File: config.mk
export PLATFORM = sky130hd
export DESIGN_NAME = eeprom_host
export DESIGN_NICKNAME = d
export VERILOG_FILES = /design/src/eeprom_host_pkg.sv /design/src/eeprom_host.sv /design/src/pin_sync3.sv
export VERILOG_INCLUDE_DIRS = /design/src
export SDC_FILE = /design/constraint.sdc
export NUM_CORES = 1
export LEC_CHECK = 0
export BUFFER_PORTS_ARGS = -buffer_cell sky130_fd_sc_hd__buf_2
export CAP_MARGIN = 10
export CORE_UTILIZATION = 38
export DETAILED_ROUTE_END_ITERATION = 8
export PLACE_DENSITY = 0.67
export SYNTH_ARGS = -nofsm -noshare
export SYNTH_HDL_FRONTEND = slang
export SYNTH_SLANG_ARGS = --single-unit
export TNS_END_PERCENT = 10
File: constraint.sdc
create_clock -name clk -period 3.9 [get_ports clk]
set_input_delay 0.195 -clock clk [delete_from_list [all_inputs] [get_ports clk]]
set_output_delay 0.195 -clock clk [all_outputs]
set_load 0.01 [all_outputs]
File: src/eeprom_host_params.svh
`ifndef EEPROM_HOST_PARAMS_SVH
`define EEPROM_HOST_PARAMS_SVH

`define CLK_MHZ          10
`define ADDR_W           17
`define DATA_W           8
`define PAGE_LSB         7
`define CNT_W            18
`define GUARD_W          17
`define SUB_W            4
`define SEQ_W            4

`define T_WP_NS          250
`define WP_CYC           ((`T_WP_NS * `CLK_MHZ + 999) / 1000)
`define T_ACC_NS         250
`define ACC_CYC          ((`T_ACC_NS * `CLK_MHZ + 999) / 1000)
`define SYNC_LAT         4
`define READ_CYC         (`ACC_CYC + `SYNC_LAT)
`define BYTE_CYC         (`WP_CYC + 3)
`define T_BLC_MAX_US     30
`define BLC_CYC          (`T_BLC_MAX_US * `CLK_MHZ)
`define GAP_LIMIT        (`BLC_CYC - `BYTE_CYC)
`define T_BL_US          100
`define BL_CYC           (`T_BL_US * `CLK_MHZ)
`define T_RP_US          100
`define RP_CYC           (`T_RP_US * `CLK_MHZ)
`define T_WC_MS          15
`define WC_CYC           (`T_WC_MS * 1000 * `CLK_MHZ)
`define T_RES_HOLD_MS    10
`define RES_HOLD_CYC     (`T_RES_HOLD_MS * 1000 * `CLK_MHZ)

`define SEQ_LOCK_FIRST   0
`define SEQ_LOCK_END     3
`define SEQ_UNLOCK_FIRST 3
`define SEQ_UNLOCK_END   9
`define CMD_ADDR_A       17'h05555
`define CMD_ADDR_B       17'h02AAA
`define CMD_DATA_1       8'hAA
`define CMD_DATA_2       8'h55
`define CMD_DATA_ERASE   8'h80
`define CMD_DATA_UNLOCK  8'h20
`define CMD_DATA_LOCK    8'hA0

`endif

File: src/eeprom_host_pkg.sv
package eeprom_host_pkg;

  typedef enum logic [1:0] {
    OP_READ   = 2'b00,
    OP_WRITE  = 2'b01,
    OP_LOCK   = 2'b10,
    OP_UNLOCK = 2'b11
  } op_e;

  typedef enum logic [3:0] {
    S_BOOT   = 4'b0000,
    S_IDLE   = 4'b0001,
    S_NEXT   = 4'b0010,
    S_SETUP  = 4'b0011,
    S_STROBE = 4'b0100,
    S_HOLD   = 4'b0101,
    S_GAP    = 4'b0110,
    S_WAITBL = 4'b0111,
    S_POLL   = 4'b1000,
    S_READ   = 4'b1001,
    S_DONE   = 4'b1010
  } state_e;

endpackage

File: src/eeprom_host.sv
// Operation
// - Each following byte of a page is loaded within 30 us of the previous.
// - Hold-off is held high through every read and programming access.
// - Hold-off stays high 10 ms after the last byte loaded; the code only flags this on reset_safe, and srst drops hold-off at any time.
// - Hold-off follows this controller's reset.
// - In protected mode every page starts with the three-byte command prefix.
// - Six-byte sequence cancels protection so plain writes are accepted.
`timescale 1ns/100ps
`default_nettype none
`include "eeprom_host_params.svh"
module eeprom_host
  import eeprom_host_pkg::*;
#(
  parameter int WC_CYC       = `WC_CYC,
  parameter int RES_HOLD_CYC = `RES_HOLD_CYC
) (
  input  wire logic               clk,
  input  wire logic               srst,
  input  wire logic               cmd_valid,
  output logic                    cmd_ready,
  input  wire op_e                cmd_op,
  input  wire logic [`ADDR_W-1:0] cmd_addr,
  input  wire logic [`DATA_W-1:0] cmd_data,
  input  wire logic               cmd_last,
  output logic                    rsp_valid,
  output logic      [`DATA_W-1:0] rsp_data,
  output logic                    rsp_timeout,
  output logic                    protected_mode,
  output logic                    reset_safe,
  output logic                    ce_n,
  output logic                    oe_n,
  output logic                    we_n,
  output logic      [`ADDR_W-1:0] addr,
  output logic      [`DATA_W-1:0] data_out,
  output logic                    data_oe_n,
  input  wire logic [`DATA_W-1:0] data_in,
  input  wire logic               ready_busy_in,
  output logic                    hold_off_n
);

  state_e                  state;
  state_e                  next_state;
  logic [`CNT_W-1:0]       cnt;
  logic [`CNT_W-1:0]       next_cnt;
  logic [`SUB_W-1:0]       sub;
  logic [`SUB_W-1:0]       next_sub;
  logic [`GUARD_W-1:0]     guard;
  logic [`GUARD_W-1:0]     next_guard;
  logic [`SEQ_W-1:0]       seq_idx;
  logic [`SEQ_W-1:0]       next_seq_idx;
  logic [`SEQ_W-1:0]       seq_end;
  logic [`SEQ_W-1:0]       next_seq_end;
  logic                    want_data;
  logic                    next_want_data;
  logic                    have_data;
  logic                    next_have_data;
  logic                    close_req;
  logic                    next_close_req;
  logic [`ADDR_W-1:0]      wr_addr;
  logic [`ADDR_W-1:0]      next_wr_addr;
  logic [`DATA_W-1:0]      wr_data;
  logic [`DATA_W-1:0]      next_wr_data;
  logic                    last_bit7;
  logic                    next_last_bit7;
  logic                    next_protected_mode;
  logic                    next_rsp_valid;
  logic [`DATA_W-1:0]      next_rsp_data;
  logic                    next_rsp_timeout;
  logic                    next_ce_n;
  logic                    next_oe_n;
  logic                    next_we_n;
  logic [`ADDR_W-1:0]      next_addr;
  logic [`DATA_W-1:0]      next_data_out;
  logic                    next_data_oe_n;
  logic [`DATA_W:0]        pins_sync;
  logic [`DATA_W-1:0]      din;
  logic                    ready_sync;
  logic                    same_page;
  logic                    gap_open;

  pin_sync3 #(
    .W    (`DATA_W + 1)
  ) u_sync (
    .clk  (clk),
    .srst (srst),
    .pin  ({ready_busy_in, data_in}),
    .q    (pins_sync)
  );

  assign din        = pins_sync[`DATA_W-1:0];
  assign ready_sync = pins_sync[`DATA_W];

  // Command table: lock prefix at 0..2, cancel sequence at 3..8
  function automatic logic [`ADDR_W+`DATA_W-1:0] seq_entry(input logic [`SEQ_W-1:0] i);
    case (i)
      4'h0:    seq_entry = {`CMD_ADDR_A, `CMD_DATA_1};
      4'h1:    seq_entry = {`CMD_ADDR_B, `CMD_DATA_2};
      4'h2:    seq_entry = {`CMD_ADDR_A, `CMD_DATA_LOCK};
      4'h3:    seq_entry = {`CMD_ADDR_A, `CMD_DATA_1};
      4'h4:    seq_entry = {`CMD_ADDR_B, `CMD_DATA_2};
      4'h5:    seq_entry = {`CMD_ADDR_A, `CMD_DATA_ERASE};
      4'h6:    seq_entry = {`CMD_ADDR_A, `CMD_DATA_1};
      4'h7:    seq_entry = {`CMD_ADDR_B, `CMD_DATA_2};
      4'h8:    seq_entry = {`CMD_ADDR_A, `CMD_DATA_UNLOCK};
      default: seq_entry = {`CMD_ADDR_A, `CMD_DATA_1};
    endcase
  endfunction

  assign same_page = cmd_addr[`ADDR_W-1:`PAGE_LSB] == wr_addr[`ADDR_W-1:`PAGE_LSB];
  assign gap_open  = cnt < `CNT_W'(`GAP_LIMIT);

  // Busy device gets no write strobes until polling clears or times out
  always_comb begin
    case (state)
      S_IDLE:  cmd_ready = 1'b1;
      S_GAP:   cmd_ready = !close_req && gap_open && cmd_op == OP_WRITE && same_page;
      default: cmd_ready = 1'b0;
    endcase
  end

  always_comb begin
    next_state          = state;
    next_cnt            = cnt;
    next_sub            = sub;
    next_guard          = (guard == `GUARD_W'(RES_HOLD_CYC)) ? guard : guard + 1'b1;
    next_seq_idx        = seq_idx;
    next_seq_end        = seq_end;
    next_want_data      = want_data;
    next_have_data      = have_data;
    next_close_req      = close_req;
    next_wr_addr        = wr_addr;
    next_wr_data        = wr_data;
    next_last_bit7      = last_bit7;
    next_protected_mode = protected_mode;
    next_rsp_valid      = 1'b0;
    next_rsp_data       = rsp_data;
    next_rsp_timeout    = rsp_timeout;
    next_ce_n           = 1'b1;
    next_oe_n           = 1'b1;
    next_we_n           = 1'b1;
    next_addr           = addr;
    next_data_out       = data_out;
    next_data_oe_n      = 1'b1;
    case (state)
      S_BOOT: begin
        next_cnt = cnt + 1'b1;
        if (cnt == `CNT_W'(`RP_CYC - 1)) begin
          next_cnt   = '0;
          next_state = S_IDLE;
        end
      end
      S_IDLE: begin
        if (cmd_valid) begin
          next_wr_addr   = cmd_addr;
          next_wr_data   = cmd_data;
          next_close_req = cmd_last;
          next_have_data = 1'b0;
          next_want_data = 1'b0;
          next_state     = S_NEXT;
          case (cmd_op)
            OP_READ: begin
              next_addr  = cmd_addr;
              next_sub   = '0;
              next_state = S_READ;
            end
            OP_WRITE: begin
              next_want_data = 1'b1;
              next_seq_idx   = `SEQ_W'(`SEQ_LOCK_FIRST);
              next_seq_end   = protected_mode ? `SEQ_W'(`SEQ_LOCK_END)
                                              : `SEQ_W'(`SEQ_LOCK_FIRST);
            end
            OP_LOCK: begin
              next_seq_idx        = `SEQ_W'(`SEQ_LOCK_FIRST);
              next_seq_end        = `SEQ_W'(`SEQ_LOCK_END);
              next_protected_mode = 1'b1;
              next_close_req      = 1'b1;
            end
            default: begin
              // Data-free sequence, so nothing lands in the array
              next_seq_idx        = `SEQ_W'(`SEQ_UNLOCK_FIRST);
              next_seq_end        = `SEQ_W'(`SEQ_UNLOCK_END);
              next_protected_mode = 1'b0;
              next_close_req      = 1'b1;
            end
          endcase
        end
      end
      S_NEXT: begin
        next_state = S_SETUP;
        if (seq_idx != seq_end) begin
          {next_addr, next_data_out} = seq_entry(seq_idx);
          next_seq_idx               = seq_idx + 1'b1;
        end else if (want_data) begin
          next_addr      = wr_addr;
          next_data_out  = wr_data;
          next_want_data = 1'b0;
          next_have_data = 1'b1;
          next_last_bit7 = wr_data[`DATA_W-1];
        end else begin
          next_cnt   = '0;
          next_state = S_GAP;
        end
        next_data_oe_n = (next_state == S_GAP);
      end
      S_SETUP: begin
        // Address and data settle a full cycle before the strobes fall
        next_data_oe_n = 1'b0;
        next_ce_n      = 1'b0;
        next_we_n      = 1'b0;
        next_sub       = '0;
        next_state     = S_STROBE;
      end
      S_STROBE: begin
        next_data_oe_n = 1'b0;
        next_sub       = sub + 1'b1;
        next_guard     = '0;
        if (sub == `SUB_W'(`WP_CYC - 1)) begin
          next_state = S_HOLD;
        end else begin
          next_ce_n = 1'b0;
          next_we_n = 1'b0;
        end
      end
      S_HOLD: begin
        next_data_oe_n = 1'b0;
        next_state     = S_NEXT;
      end
      S_GAP: begin
        next_cnt = cnt + 1'b1;
        if (cmd_ready && cmd_valid) begin
          next_wr_addr   = cmd_addr;
          next_wr_data   = cmd_data;
          next_want_data = 1'b1;
          next_close_req = cmd_last;
          next_state     = S_NEXT;
        end else if (close_req || !gap_open || cmd_valid) begin
          next_cnt   = '0;
          next_state = S_WAITBL;
        end
      end
      S_WAITBL: begin
        next_cnt = cnt + 1'b1;
        if (cnt == `CNT_W'(`BL_CYC - 1)) begin
          // Poll budget runs from here, so the whole wait stays inside WC_CYC
          next_cnt   = '0;
          next_sub   = '0;
          next_state = S_POLL;
        end
      end
      S_POLL: begin
        next_ce_n = 1'b0;
        next_oe_n = 1'b0;
        next_cnt  = cnt + 1'b1;
        next_sub  = sub + 1'b1;
        if (sub == `SUB_W'(`READ_CYC - 1)) begin
          next_sub = '0;
          if (ready_sync && (!have_data || din[`DATA_W-1] == last_bit7)) begin
            next_rsp_timeout = 1'b0;
            next_state       = S_DONE;
          end
        end
        if (cnt >= `CNT_W'(WC_CYC - `BL_CYC)) begin
          next_rsp_timeout = 1'b1;
          next_state       = S_DONE;
        end
        if (next_state == S_DONE) begin
          next_ce_n = 1'b1;
          next_oe_n = 1'b1;
        end
      end
      S_READ: begin
        next_ce_n = 1'b0;
        next_oe_n = 1'b0;
        next_sub  = sub + 1'b1;
        if (sub == `SUB_W'(`READ_CYC - 1)) begin
          next_ce_n        = 1'b1;
          next_oe_n        = 1'b1;
          next_rsp_data    = din;
          next_rsp_timeout = 1'b0;
          next_state       = S_DONE;
        end
      end
      S_DONE: begin
        next_rsp_valid = 1'b1;
        next_state     = S_IDLE;
      end
      default: begin
        next_state = S_IDLE;
      end
    endcase
  end

  always_ff @(posedge clk) begin
    if (srst) begin
      state          <= S_BOOT;
      cnt            <= '0;
      sub            <= '0;
      guard          <= '0;
      seq_idx        <= '0;
      seq_end        <= '0;
      want_data      <= 1'b0;
      have_data      <= 1'b0;
      close_req      <= 1'b0;
      wr_addr        <= '0;
      wr_data        <= '0;
      last_bit7      <= 1'b0;
      protected_mode <= 1'b0;
      rsp_valid      <= 1'b0;
      rsp_data       <= '0;
      rsp_timeout    <= 1'b0;
      ce_n           <= 1'b1;
      oe_n           <= 1'b1;
      we_n           <= 1'b1;
      addr           <= '0;
      data_out       <= '0;
      data_oe_n      <= 1'b1;
      hold_off_n     <= 1'b0;
    end else begin
      state          <= next_state;
      cnt            <= next_cnt;
      sub            <= next_sub;
      guard          <= next_guard;
      seq_idx        <= next_seq_idx;
      seq_end        <= next_seq_end;
      want_data      <= next_want_data;
      have_data      <= next_have_data;
      close_req      <= next_close_req;
      wr_addr        <= next_wr_addr;
      wr_data        <= next_wr_data;
      last_bit7      <= next_last_bit7;
      protected_mode <= next_protected_mode;
      rsp_valid      <= next_rsp_valid;
      rsp_data       <= next_rsp_data;
      rsp_timeout    <= next_rsp_timeout;
      ce_n           <= next_ce_n;
      oe_n           <= next_oe_n;
      we_n           <= next_we_n;
      addr           <= next_addr;
      data_out       <= next_data_out;
      data_oe_n      <= next_data_oe_n;
      hold_off_n     <= 1'b1;
    end
  end

  // Only the system reset may pull hold-off; this tells it when that is harmless
  assign reset_safe = (state == S_IDLE) && (guard == `GUARD_W'(RES_HOLD_CYC));

endmodule // eeprom_host
`default_nettype wire

File: src/pin_sync3.sv
`timescale 1ns/100ps
`default_nettype none
module pin_sync3 #(
  parameter int W = 9
) (
  input  wire logic         clk,
  input  wire logic         srst,
  input  wire logic [W-1:0] pin,
  output logic      [W-1:0] q
);

  logic [W-1:0] s1;
  logic [W-1:0] s2;
  logic [W-1:0] s3;
  logic [W-1:0] next_q;

  // A bit changes only once the second and third stages agree
  always_comb begin
    for (int i = 0; i < W; i++) begin
      next_q[i] = (s2[i] == s3[i]) ? s3[i] : q[i];
    end
  end

  always_ff @(posedge clk) begin
    if (srst) begin
      s1 <= '0;
      s2 <= '0;
      s3 <= '0;
      q  <= '0;
    end else begin
      s1 <= pin;
      s2 <= s1;
      s3 <= s2;
      q  <= next_q;
    end
  end

endmodule // pin_sync3
`default_nettype wire

==> impl_metrics.py, run 1 <==
metrics = {
    "outcome": {
        "status": "finished, final reports clean",
    },
    "global_routing": {
        "busiest_layer": "met2",
        "track_usage_pct": 18.2,
        "grt_max_degree": 55,
        "antenna_found_initial": 0,
        "grt_use_met3_pct": 4.03,
        "grt_pass1_vias": 5758,
        "grt.met1_usage_pct": 23.8,
        "grt.met2_usage_pct": 29.5,
        "overflow": 0,
        "grt_pass1_wl_mm": 28.9,
    },
    "sta": {
        "slew_headroom_pct": 37.3,
        "setup_violations": 0,
        "clock_skew_ns": 0.00826,
        "final.min_clock_period_ns": 2.94,
        "hold_viol": 0,
        "max_freq_mhz": 340,
        "fin_crit_sh_pct": 75.4,
        "worstMarginPinSlew_ns": 0.937,
        "rsz0062_at_grt": "false",
        "final_max_slew_viol_count": 0,
        "setup_tns_ns": 0,
    },
    "cells_and_area": {
        "antennaDiodeCount": 0,
        "area_growth_syn_to_layout_pct": 16.6,
        "final.fill_count": 1770,
        "ff_latch_area_um2": 3220,
        "multi_input_area_um2": 3740,
        "drive_above_1_share_pct": 15.6,
        "final_nets": 981,
        "stdcell_count": 1175,
    },
    "power": {
        "comb_power_share_pct": 27.7,
        "seq_power_share_pct": 40.2,
        "clkPwrFrac_pct": 32.2,
        "power.internal_uw": 3170,
        "power.switching_uw": 1800,
        "peakVddDrop_mv": 0.375,
        "netSwitchingFraction_pct": 36.2,
        "p_leak_uw": 0.00317,
        "cellPowerDensity_nw_per_um2": 586,
    },
    "floorplanning": {
        "start_util_pct": 38.9,
        "std_cell_rows": 50,
        "die_w_um": 140,
        "die_h_um": 140,
        "core-area_um2": 18700,
        "die-area_um2": 19700,
        "io_pins": 83,
    },
    "clocking": {
        "numClockSinks": 161,
        "cts_max_level": 4,
        "cts_buffers": 17,
        "clk-insertion-delay-late_ns": 0.42,
        "cts.path.max_buffers": 2,
        "clk_pin_slew_worst_paths_ns": 0.07,
        "clock-root-buffer": "clkbuf_16",
        "cts_tree": "yes",
    },
    "synthesis": {
        "synth_area_leader_cell": "dfxtp_1",
        "synth_seq_cells": 161,
        "ys_types": 68,
        "yosys_most_used_dff": "dfxtp_1",
        "postSynth.asyncResetShare_pct": 0,
        "synth_area_um2": 7270,
        "yosysWarningCount": 0,
        "synth_edf_count": 0,
        "synth_top_cell_area_share_pct": 44.3,
        "yosysSeqAreaShare_pct": 44.3,
        "syn_inst": 860,
        "syn-num-nets": 913,
        "synth_area_per_cell_um2": 8.45,
        "synth_area_leaders": "dfxtp_1 (44%), a21oi_1 (5.1%), o21ai_0 (4.7%), nand3_1 (4.7%), nand2_1 (4.4%)",
    },
    "worst_setup_path": {
        "cp-start-kind": "register",
        "worstPathArrival_ns": 3.25,
        "path_max_fanout": 29,
        "crit_start": "state[0]",
        "reg2reg_depth": 9,
        "cp_slowest_stage_delay_ns": 0.90,
        "crit_slowest_cell": "dfxtp_1",
        "cp_top_family": "simple AND/OR/NAND/NOR gates",
        "end_kind": "register",
        "cp_cell_sequence": "nor4b_4 -> nor3b_2 -> a21oi_1 -> o221a_2 -> inv_1 -> ha_1 -> inv_1 -> a21oi_1 -> a21oi_1",
        "crit_buf_inv": 2,
        "cp.required_ns": 4.20,
        "critical_path_class": "reg2reg",
        "r2r_start": "state[0]",
        "crit_top_cell": "a21oi_1",
        "path_depth": 9,
        "reg2reg_slack_ns": 0.96,
    },
    "hold_path": {
        "hold_depth": 3,
        "holdCritPathClass": "in2reg",
    },
    "detailed_routing": {
        "drtIter0Drc": 329,
        "via_per_inst": 5.30,
        "first_pass_iters": 5,
        "wl_mm": 17.4,
        "avgRoutedWirePerCell_um": 14.8,
        "vias": 6230,
        "final_antenna_net_count": 0,
        "drc": 0,
    },
    "place": {
        "port_buffers": 82,
        "place_congestion": 0.857,
        "dp_cells": 1132,
        "dpl.hpwl_mm": 11.5,
    },
    "flow_run": {
        "cap_violations": 0,
    },
}
-- power by group through the flow --
stage	Combinational (uW)	Sequential, uW	Clock (uW)
after detailed placement	1360	2030	0
after global placement	1350	2030	0
after global routing	1510	2020	1700
after CTS	1370	1990	1630
after floorplan	1050	1970	0
final	1370	2000	1600
-- worst min-delay path by stage --
stage | slack [ns] | to | startpoint
after CTS | 0.006 | wr_data[5] | cmd_data[5]
after floorplan | 0.32 | u_sync.s1[0] | data_in[0]
after detailed placement | 0.41 | u_sync.s1[4] | data_in[4]
after global routing | 0.02 | wr_data[3] | cmd_data[3]
after global placement | 0.40 | u_sync.s1[4] | data_in[4]
final | 0.02 | wr_data[4] | cmd_data[4]
-- per-stage QoR --
stage | total power (uW) | area (um2) | hold slack [ns] | utilization, % | worst slack, ns
global placement | 3380 | 7800 | 0.404 | 41.7 | 1.07
CTS | 4990 | 8480 | 0.00602 | 45.3 | 0.987
finish | 4970 | 8480 | 0.0190 | 45.3 | 0.959
global route | 5240 | 8480 | 0.0159 | 45.3 | 0.591
detailed placement | 3390 | 7800 | 0.408 | 41.7 | 0.994
floorplan | 3020 | 7270 | 0.323 | - | 1.52
-- cell type report --
cell class / count / share of cell area (%)
inverter: 19 / 0.856
clock buffer: 18 / 5.06
sequential: 161 / 38.0
timing repair buffer: 101 / 6.88
tap: 234 / 3.45
multi-input combinational: 628 / 44.1
clock inverter: 14 / 1.61
-- cells in the mapped netlist, types with 6 or more instances --
master / count
a211oi_1: 13
a21oi_1: 74
a221o_1: 7
a31oi_1: 20
buf_2: 9
clkbuf_1: 31
dfxtp_1: 161
ha_1: 13
inv_1: 18
mux2i_1: 6
nand2_1: 85
nand2b_1: 6
nand3_1: 68
nand4_1: 9
nor2_1: 68
nor2b_1: 38
nor3_1: 14
nor4_1: 8
o21ai_0: 69
or2_2: 7
or3_1: 6
xnor2_1: 20
xor2_1: 15
-- timing repair --
action / in CTS / in global routing
hold buffers: 11 / 0
buffers inserted: 0 / 0
endpoints found under the hold margin: 11 / 0
resized for setup: 0 / 0
setup endpoints to repair: 0 / 0
-- layer usage --
layer / vias to the layer above / part of all wire, % / routed length [um]
li1: 3176 / - / -
met1: 2869 / 47 / 8200
met2: 163 / 46 / 8060
met3: 22 / 5.1 / 889
met4: 0 / 1.5 / 254
met5: - / 0 / 0
-- cells by family (layout without fill, tap and decap cells) --
family          after synthesis  after routing  synth area share (%)
simple gates                341            341                  24.1
compound gates              233            233                  19.8
flops                       161            161                  44.3
buf+inv                      71            152                  4.49
xor+xnor                     35             35                  4.22
fa+ha+maj                    13             13                  2.24
mux                           6              6                 0.826
-- worst register-to-register path, cell delays in order, from the launching register on --
cell and delay, ns:
dfxtp_1 0.90, nor4b_4 0.48, nor3b_2 0.50, a21oi_1 0.19, o221a_2 0.17, inv_1 0.10, ha_1 0.16, inv_1 0.04
a21oi_1 0.19, a21oi_1 0.09
-- state kept, by name, summed over array words and instances (netlist names), 4 cells and up, named ones only --
name / cells
cnt: 18
rsp_data: 8
data_out: 8
guard: 17
u_sync.q: 9
state: 4
seq_idx: 4
wr_addr: 17
u_sync.s3: 9
u_sync.s2: 9
wr_data: 8
sub: 4
addr: 17
u_sync.s1: 9
-- placed cells by master, fill, tap and decap left out, drive strengths merged, types with 5 or more instances in the layout --
master / synthesis / routed
dfxtp: 161 / 161
buf: 19 / 90
nand2: 85 / 85
a21oi: 77 / 77
o21ai: 74 / 74
nor2: 69 / 69
nand3: 68 / 68
nor2b: 38 / 38
inv: 18 / 27
a31oi: 20 / 20
xnor2: 20 / 20
clkbuf: 33 / 18
xor2: 15 / 15
nor3: 15 / 15
a211oi: 14 / 14
ha: 13 / 13
dlygate4sd3: 0 / 11
nor4: 10 / 10
nand4: 9 / 9
or2: 9 / 9
a221o: 7 / 7
nand2b: 7 / 7
or3: 6 / 6
mux2i: 6 / 6
o21a: 5 / 5
o31ai: 5 / 5
a21o: 5 / 5
a311oi: 5 / 5
Power figures use the tool's default switching activity.
==> inputs of run 2 (changes only) <==
--- a/config.mk
+++ b/config.mk
@@ -6,11 +6,12 @@
 export SDC_FILE = /design/constraint.sdc
 export NUM_CORES = 1
 export LEC_CHECK = 0
+export ABC_AREA = 1
 export BUFFER_PORTS_ARGS = -buffer_cell sky130_fd_sc_hd__buf_2
 export CAP_MARGIN = 10
 export CORE_UTILIZATION = 38
 export DETAILED_ROUTE_END_ITERATION = 8
-export PLACE_DENSITY = 0.67
+export PLACE_DENSITY = 0.69
 export SYNTH_ARGS = -nofsm -noshare
 export SYNTH_HDL_FRONTEND = slang
 export SYNTH_SLANG_ARGS = --single-unit
==> constraint.sdc (replaced) <==
create_clock -name clk -period 2.4 [get_ports clk]
set_input_delay 0.12 -clock clk [delete_from_list [all_inputs] [get_ports clk]]
set_output_delay 0.12 -clock clk [all_outputs]
set_load 0.01 [all_outputs]
==> run 2 against run 1 <==
Net effect: critical path depth up 6; routed wire length up 4.7%; combinational power up 64%; synthesized area up 5.2%; utilization up 2.1 points; via count up 14%; clock power up 63%; register-to-register slack worse by 0.78 ns; total power up 62%; first-iteration DRC count up 48%; critical path type unchanged; largest cell class unchanged.
==> impl_metrics.py, run 2 <==
metrics = {
    "floorplanning": {
        "die-area_um2": 20700,
        "start_util_pct": 39.0,
        "core-area_um2": 19600,
        "io_pins": 83,
        "std_cell_rows": 51,
        "die_w_um": 144,
        "die_h_um": 144,
    },
    "synthesis": {
        "yosys_most_used_dff": "dfxtp_1",
        "syn_inst": 1079,
        "synth_area_leader_cell": "dfxtp_1",
        "synth_edf_count": 0,
        "postSynth.asyncResetShare_pct": 0,
        "synth.most_common_cell": "nand2_1",
        "ys_types": 46,
        "synth_area_um2": 7650,
        "synth_area_per_cell_um2": 7.09,
        "synth_top_cell_area_share_pct": 42.2,
        "synth_seq_cells": 161,
        "ys_top_cells_by_count": "nand2_1 (204), nor2_1 (168), dfxtp_1 (161)",
        "syn-num-nets": 1132,
        "yosysSeqAreaShare_pct": 42.2,
        "synth_area_leaders": "dfxtp_1 (42%), nand2_1 (10%), nor2_1 (8.2%), inv_1 (7.7%), a21oi_1 (4.6%)",
        "yosysWarningCount": 0,
    },
    "sta": {
        "hold_viol": 0,
        "setup_violations": 0,
        "worst_slack_ns": 0.177,
        "whs_ns": 0.0124,
        "max_freq_mhz": 450,
        "clock_skew_ns": 0.0103,
        "fin_crit_sh_pct": 92.6,
        "final_max_slew_viol_count": 0,
        "setup_tns_ns": 0,
        "worstMarginPinSlew_ns": 0.492,
        "slew_headroom_pct": 67.1,
        "final.min_clock_period_ns": 2.22,
    },
    "worst_setup_path": {
        "cp_slowest_stage_delay_ns": 0.34,
        "crit_slowest_cell": "dfxtp_1",
        "cp-start-kind": "register",
        "critical_path_class": "reg2reg",
        "cp_top_family": "simple AND/OR/NAND/NOR gates",
        "crit_top_cell": "nand2_1",
        "crit_buf_inv": 3,
        "end_kind": "register",
        "cp_cell_sequence": "inv_1 -> nor2_1 -> nor3_2 -> nand2_2 -> nor2_8 -> inv_2 -> nand2_4 -> nand2_1 -> o21ai_1 -> nand2_2 -> ha_1 -> inv_1 -> o21ai_1 -> nand2_1 -> nand2_1",
        "worstPathArrival_ns": 2.54,
        "path_max_fanout": 6,
        "cp.required_ns": 2.72,
    },
    "detailed_routing": {
        "via_per_inst": 4.81,
        "drtIter0Drc": 486,
        "final_antenna_net_count": 0,
        "first_pass_iters": 5,
        "drc": 0,
        "wl_mm": 18.2,
        "vias": 7095,
        "avgRoutedWirePerCell_um": 12.4,
    },
    "clocking": {
        "cts_buffers": 17,
        "clock-root-buffer": "clkbuf_16",
        "clk-insertion-delay-late_ns": 0.43,
        "cts_tree": "yes",
        "clk_pin_slew_worst_paths_ns": 0.06,
        "numClockSinks": 161,
        "cts.path.max_buffers": 2,
        "cts_max_level": 4,
    },
    "cells_and_area": {
        "final_nets": 1249,
        "area_growth_syn_to_layout_pct": 21.6,
        "final_common_cell": "nand2_1",
        "layout_common_cells": "nand2_1 (201), nor2_1 (165), dfxtp_1 (157)",
        "stdcell_count": 1474,
        "largest_reg_flops": 18,
        "drive_above_1_share_pct": 16.5,
        "top_register": "cnt",
        "antennaDiodeCount": 0,
    },
    "hold_path": {
        "holdCritPathClass": "in2reg",
    },
    "global_routing": {
        "track_usage_pct": 18.5,
        "grt_pass1_wl_mm": 30.5,
        "grt_pass1_vias": 6504,
        "grt_max_degree": 74,
        "antenna_found_initial": 0,
        "overflow": 0,
    },
    "flow_run": {
        "cap_violations": 0,
    },
    "place": {
        "place_ws_ns": 0.0457,
        "dpl.hpwl_mm": 12.6,
        "port_buffers": 82,
        "place_congestion": 0.933,
        "dp_cells": 1407,
    },
    "power": {
        "p_leak_uw": 0.00399,
        "power_uw": 8030,
        "cellPowerDensity_nw_per_um2": 864,
        "peakVddDrop_mv": 0.570,
    },
    "outcome": {
        "status": "finished, final reports clean",
    },
}
-- run 2: cell types whose count changed after synthesis, moves of 9 or more --
cell	change
a211oi_1	-10
a211oi_2	+13
a31oi_1	-11
clkbuf_1	-12
inv_1	+139
inv_2	+9
nand2_1	+119
nand3_1	-21
nor2_1	+100
nor2b_1	-38
xnor2_1	-18
-- run 2: metal layers --
metal / wire length, um / vias up / global-route usage (%)
met5: 0 / - / 0
met4: 311 / 0 / 7.67
met3: 778 / 23 / 3.27
met2: 8660 / 161 / 30.8
met1: 8480 / 3237 / 23.6
li1: - / 3674 / -
-- run 2: path summary, 6_finish.rpt --
path | cells past startpoint | end | start | slack (ns)
worst max-delay path | 15 | register | seq_idx[0] | 0.18
worst min register to register | 2 | u_sync.s2[6] | u_sync.s1[6] | 0.40
worst min-delay path | 3 | wr_addr[9] | cmd_addr[9] | 0.01
worst max register to register | 15 | register | seq_idx[0] | 0.18
-- run 2: worst register-to-register path, cell delays in order, from the launching register on --
cell and delay, ns:
dfxtp_1 0.34, inv_1 0.11, nor2_1 0.07, nor3_2 0.25
nand2_2 0.17, nor2_8 0.12, inv_2 0.09, nand2_4 0.12
nand2_1 0.05, o21ai_1 0.09, nand2_2 0.11, ha_1 0.30
inv_1 0.09, o21ai_1 0.08, nand2_1 0.08, nand2_1 0.06
-- run 2: power breakdown --
group	internal [uW]	leakage [uW]	switching, uW
Clock	1450	0.000263	1160
Combinational	818	0.00242	1420
Sequential	2980	0.00131	207
-- run 2: repair_timing --
action | 4_1_cts | 5_1_grt
setup endpoints to repair | 0 | 5
resized for setup | 0 | 20
hold buffers | 30 | 0
buffers inserted | 0 | 5
endpoints found under the hold margin | 30 | 0
-- run 2: layout make-up --
class	instances	area, um2
clock buffer	19	433
clock inverter	13	129
fill	1964	10300
inverter	168	631
multi-input combinational	716	3650
sequential	161	3230
tap	265	332
timing repair buffer	132	886
-- run 2: cells by family after synthesis --
| group | Yosys count | share of synthesized area, % |
|---|---|---|
| and+or+nand+nor | 485 | 27.0 |
| AOI/OAI and AO/OA | 202 | 16.2 |
| buffers and inverters | 202 | 10.6 |
| DFF | 161 | 42.2 |
| xor gates and xnor gates | 16 | 1.83 |
| adders and majority gates | 13 | 2.13 |
-- run 2: through the flow --
| step | utilization, % | area [um2] |
|---|---|---|
| after global routing | 47.4 | 9300 |
| final | 47.4 | 9300 |
| after floorplan | - | 7650 |
| after detailed placement | 42.6 | 8350 |
| after CTS | 47.0 | 9210 |
| after global placement | 42.6 | 8350 |
==> inputs of run 3 (changes only) <==
--- a/config.mk
+++ b/config.mk
@@ -6,7 +6,6 @@
 export SDC_FILE = /design/constraint.sdc
 export NUM_CORES = 1
 export LEC_CHECK = 0
-export ABC_AREA = 1
 export BUFFER_PORTS_ARGS = -buffer_cell sky130_fd_sc_hd__buf_2
 export CAP_MARGIN = 10
 export CORE_UTILIZATION = 38
==> run 3 against run 2 <==
Net effect: maximum frequency decreased by 3.6%; sequential share of layout area increased by 0.79 points; setup slack got worse by 0.084 ns; first-iteration DRC count decreased by 25%; global-route usage increased by 0.81 points; clock-buffer cell count decreased by 1; critical path type is now reg2out; highest routed layer unchanged.
==> impl_metrics.py, run 3 (synthesis gave the netlist of run 1 again) <==
metrics = {
    "floorplanning": {
        "die-area_um2": 19700,
        "start_util_pct": 38.9,
        "die_w_um": 140,
        "core-area_um2": 18700,
        "std_cell_rows": 50,
        "die_h_um": 140,
        "io_pins": 83,
    },
    "worst_setup_path": {
        "cp-start-kind": "register",
        "cp_slowest_stage_delay_ns": 0.44,
        "cp.required_ns": 2.28,
        "crit_slowest_cell": "or3_1",
        "cp_cell_sequence": "or3_1 -> or2_1 -> nor4_4 -> a21oi_2 -> clkinv_4 -> buf_2",
        "path_max_fanout": 20,
        "crit_buf_inv": 2,
        "cp_top_family": "simple AND/OR/NAND/NOR gates",
        "critical_path_class": "reg2out",
        "worstPathArrival_ns": 2.19,
        "end_kind": "output pin",
    },
    "global_routing": {
        "track_usage_pct": 19.3,
        "grt_max_degree": 48,
        "grt_pass1_vias": 6250,
        "overflow": 0,
        "grt_pass1_wl_mm": 30.8,
        "antenna_found_initial": 0,
    },
    "power": {
        "power.internal_uw": 5620,
        "peakVddDrop_mv": 0.560,
        "cellPowerDensity_nw_per_um2": 953,
        "clkPwrFrac_pct": 32.5,
        "comb_power_share_pct": 30.8,
        "seq_power_share_pct": 36.7,
        "p_leak_uw": 0.00349,
        "netSwitchingFraction_pct": 35.0,
        "power.switching_uw": 3030,
    },
    "sta": {
        "setup_violations": 0,
        "slew_headroom_pct": 51.7,
        "rsz0062_at_grt": "true",
        "hold_viol": 0,
        "worst_slack_ns": 0.0932,
        "final.min_clock_period_ns": 2.31,
        "clock_skew_ns": 0.00994,
        "max_freq_mhz": 433,
        "fin_crit_sh_pct": 96.1,
        "worstMarginPinSlew_ns": 0.719,
        "whs_ns": 0.0255,
        "final_max_slew_viol_count": 0,
    },
    "clocking": {
        "cts_tree": "yes",
        "cts_buffers": 17,
        "clk_pin_slew_worst_paths_ns": 0.06,
        "numClockSinks": 161,
        "cts.path.max_buffers": 2,
        "cts_max_level": 4,
        "clock-root-buffer": "clkbuf_16",
        "clk-insertion-delay-late_ns": 0.43,
    },
    "detailed_routing": {
        "wl_mm": 18.5,
        "drc": 0,
        "via_per_inst": 5.34,
        "drtIter0Drc": 366,
        "final_antenna_net_count": 0,
        "first_pass_iters": 5,
        "vias": 6600,
        "avgRoutedWirePerCell_um": 14.9,
    },
    "place": {
        "dp_cells": 1169,
        "place_ws_ns": 0.0407,
        "dpl.hpwl_mm": 12.4,
        "placed_area_um2": 8080,
        "port_buffers": 82,
        "place_congestion": 0.862,
    },
    "cells_and_area": {
        "final.fill_count": 1714,
        "postLayoutCellArea_um2": 9080,
        "ff_latch_area_um2": 3230,
        "drive_above_1_share_pct": 19.5,
        "area_growth_syn_to_layout_pct": 24.8,
        "largest_reg_flops": 18,
        "antennaDiodeCount": 0,
        "final_nets": 1042,
        "top_register": "cnt",
        "final_common_cell": "dfxtp_1",
        "layout_common_cells": "dfxtp_1 (158), nand2_1 (84), buf_2 (81)",
        "stdcell_count": 1236,
        "multi_input_area_um2": 3770,
    },
    "flow_run": {
        "cap_violations": 0,
    },
    "hold_path": {
        "holdCritPathClass": "in2reg",
    },
    "outcome": {
        "status": "finished, final reports clean",
    },
}
run 3: cell types whose count changed in the layout (fill, tap and decap cells not counted), moves of 21 or more:
cell / previous run / this run
buf_4: 18 / 47
nand2_1: 201 / 84
nand3_1: 47 / 68
inv_1: 156 / 18
nor2b_1: 0 / 38
nor2_1: 165 / 67
run 3: through the flow:
stage | utilization [%] | TNS (ns) | power, uW
3_5_place_dp | 43.2 | 0 | 5770
5_1_grt | 48.5 | -0.0812 | 9100
4_1_cts | 48.4 | 0 | 8650
6_report | 48.5 | 0 | 8650
2_1_floorplan | - | 0 | 4910
3_3_place_gp | 43.2 | 0 | 5750
run 3: worst paths after layout:
kind	end	slack, ns	cells after the start	startpoint
worst min-delay path	have_data	0.03	2	cmd_valid
worst min register to register	u_sync.s2[4]	0.44	1	u_sync.s1[4]
worst max register to register	register	0.15	9	seq_idx[1]
worst max-delay path	cmd_ready	0.09	6	cnt[17]
run 3: worst reg2reg max path: cells and delay by family (launching register included):
| family | cells | cell delay [ns] |
|---|---|---|
| and+or+nand+nor | 4 | 1.03 |
| DFF | 1 | 0.35 |
| adders and majority gates | 1 | 0.29 |
| xor gates and xnor gates | 1 | 0.19 |
| muxes | 1 | 0.12 |
| AOI/OAI and AO/OA | 1 | 0.11 |
| buffers and inverters | 1 | 0.05 |
run 3: final cells by class:
class	count	area share (%)
Multi-Input combinational cell	628	41.5
Sequential cell	161	35.5
Timing Repair Buffer	162	12.1
Clock buffer	18	4.73
Tap cell	234	3.23
Clock inverter	14	2.07
Inverter	19	0.841
run 3: per-layer routing:
metal	routed length, um	up-vias	global-route usage (%)
met2	8810	171	32.3
met3	791	41	4.17
met1	8440	3077	24.2
li1	-	3311	-
met5	0	-	0
met4	412	0	7.63
run 3: repair_timing:
action | 4_1_cts | 5_1_grt
hold endpoints to repair | 50 | 0
resized for setup | 4 | 7
endpoints found under the setup margin | 1 | 31
hold buffers | 34 | 0
setup buffers | 0 | 2
pin swaps | 2 | 1
run 3: power groups by stage:
stage	Clock, uW	Sequential (uW)	Combinational (uW)
floorplan	0	3200	1710
global placement	0	3210	2540
detailed placement	0	3220	2550
CTS	2870	3160	2610
global route	2980	3200	2930
finish	2810	3170	2660
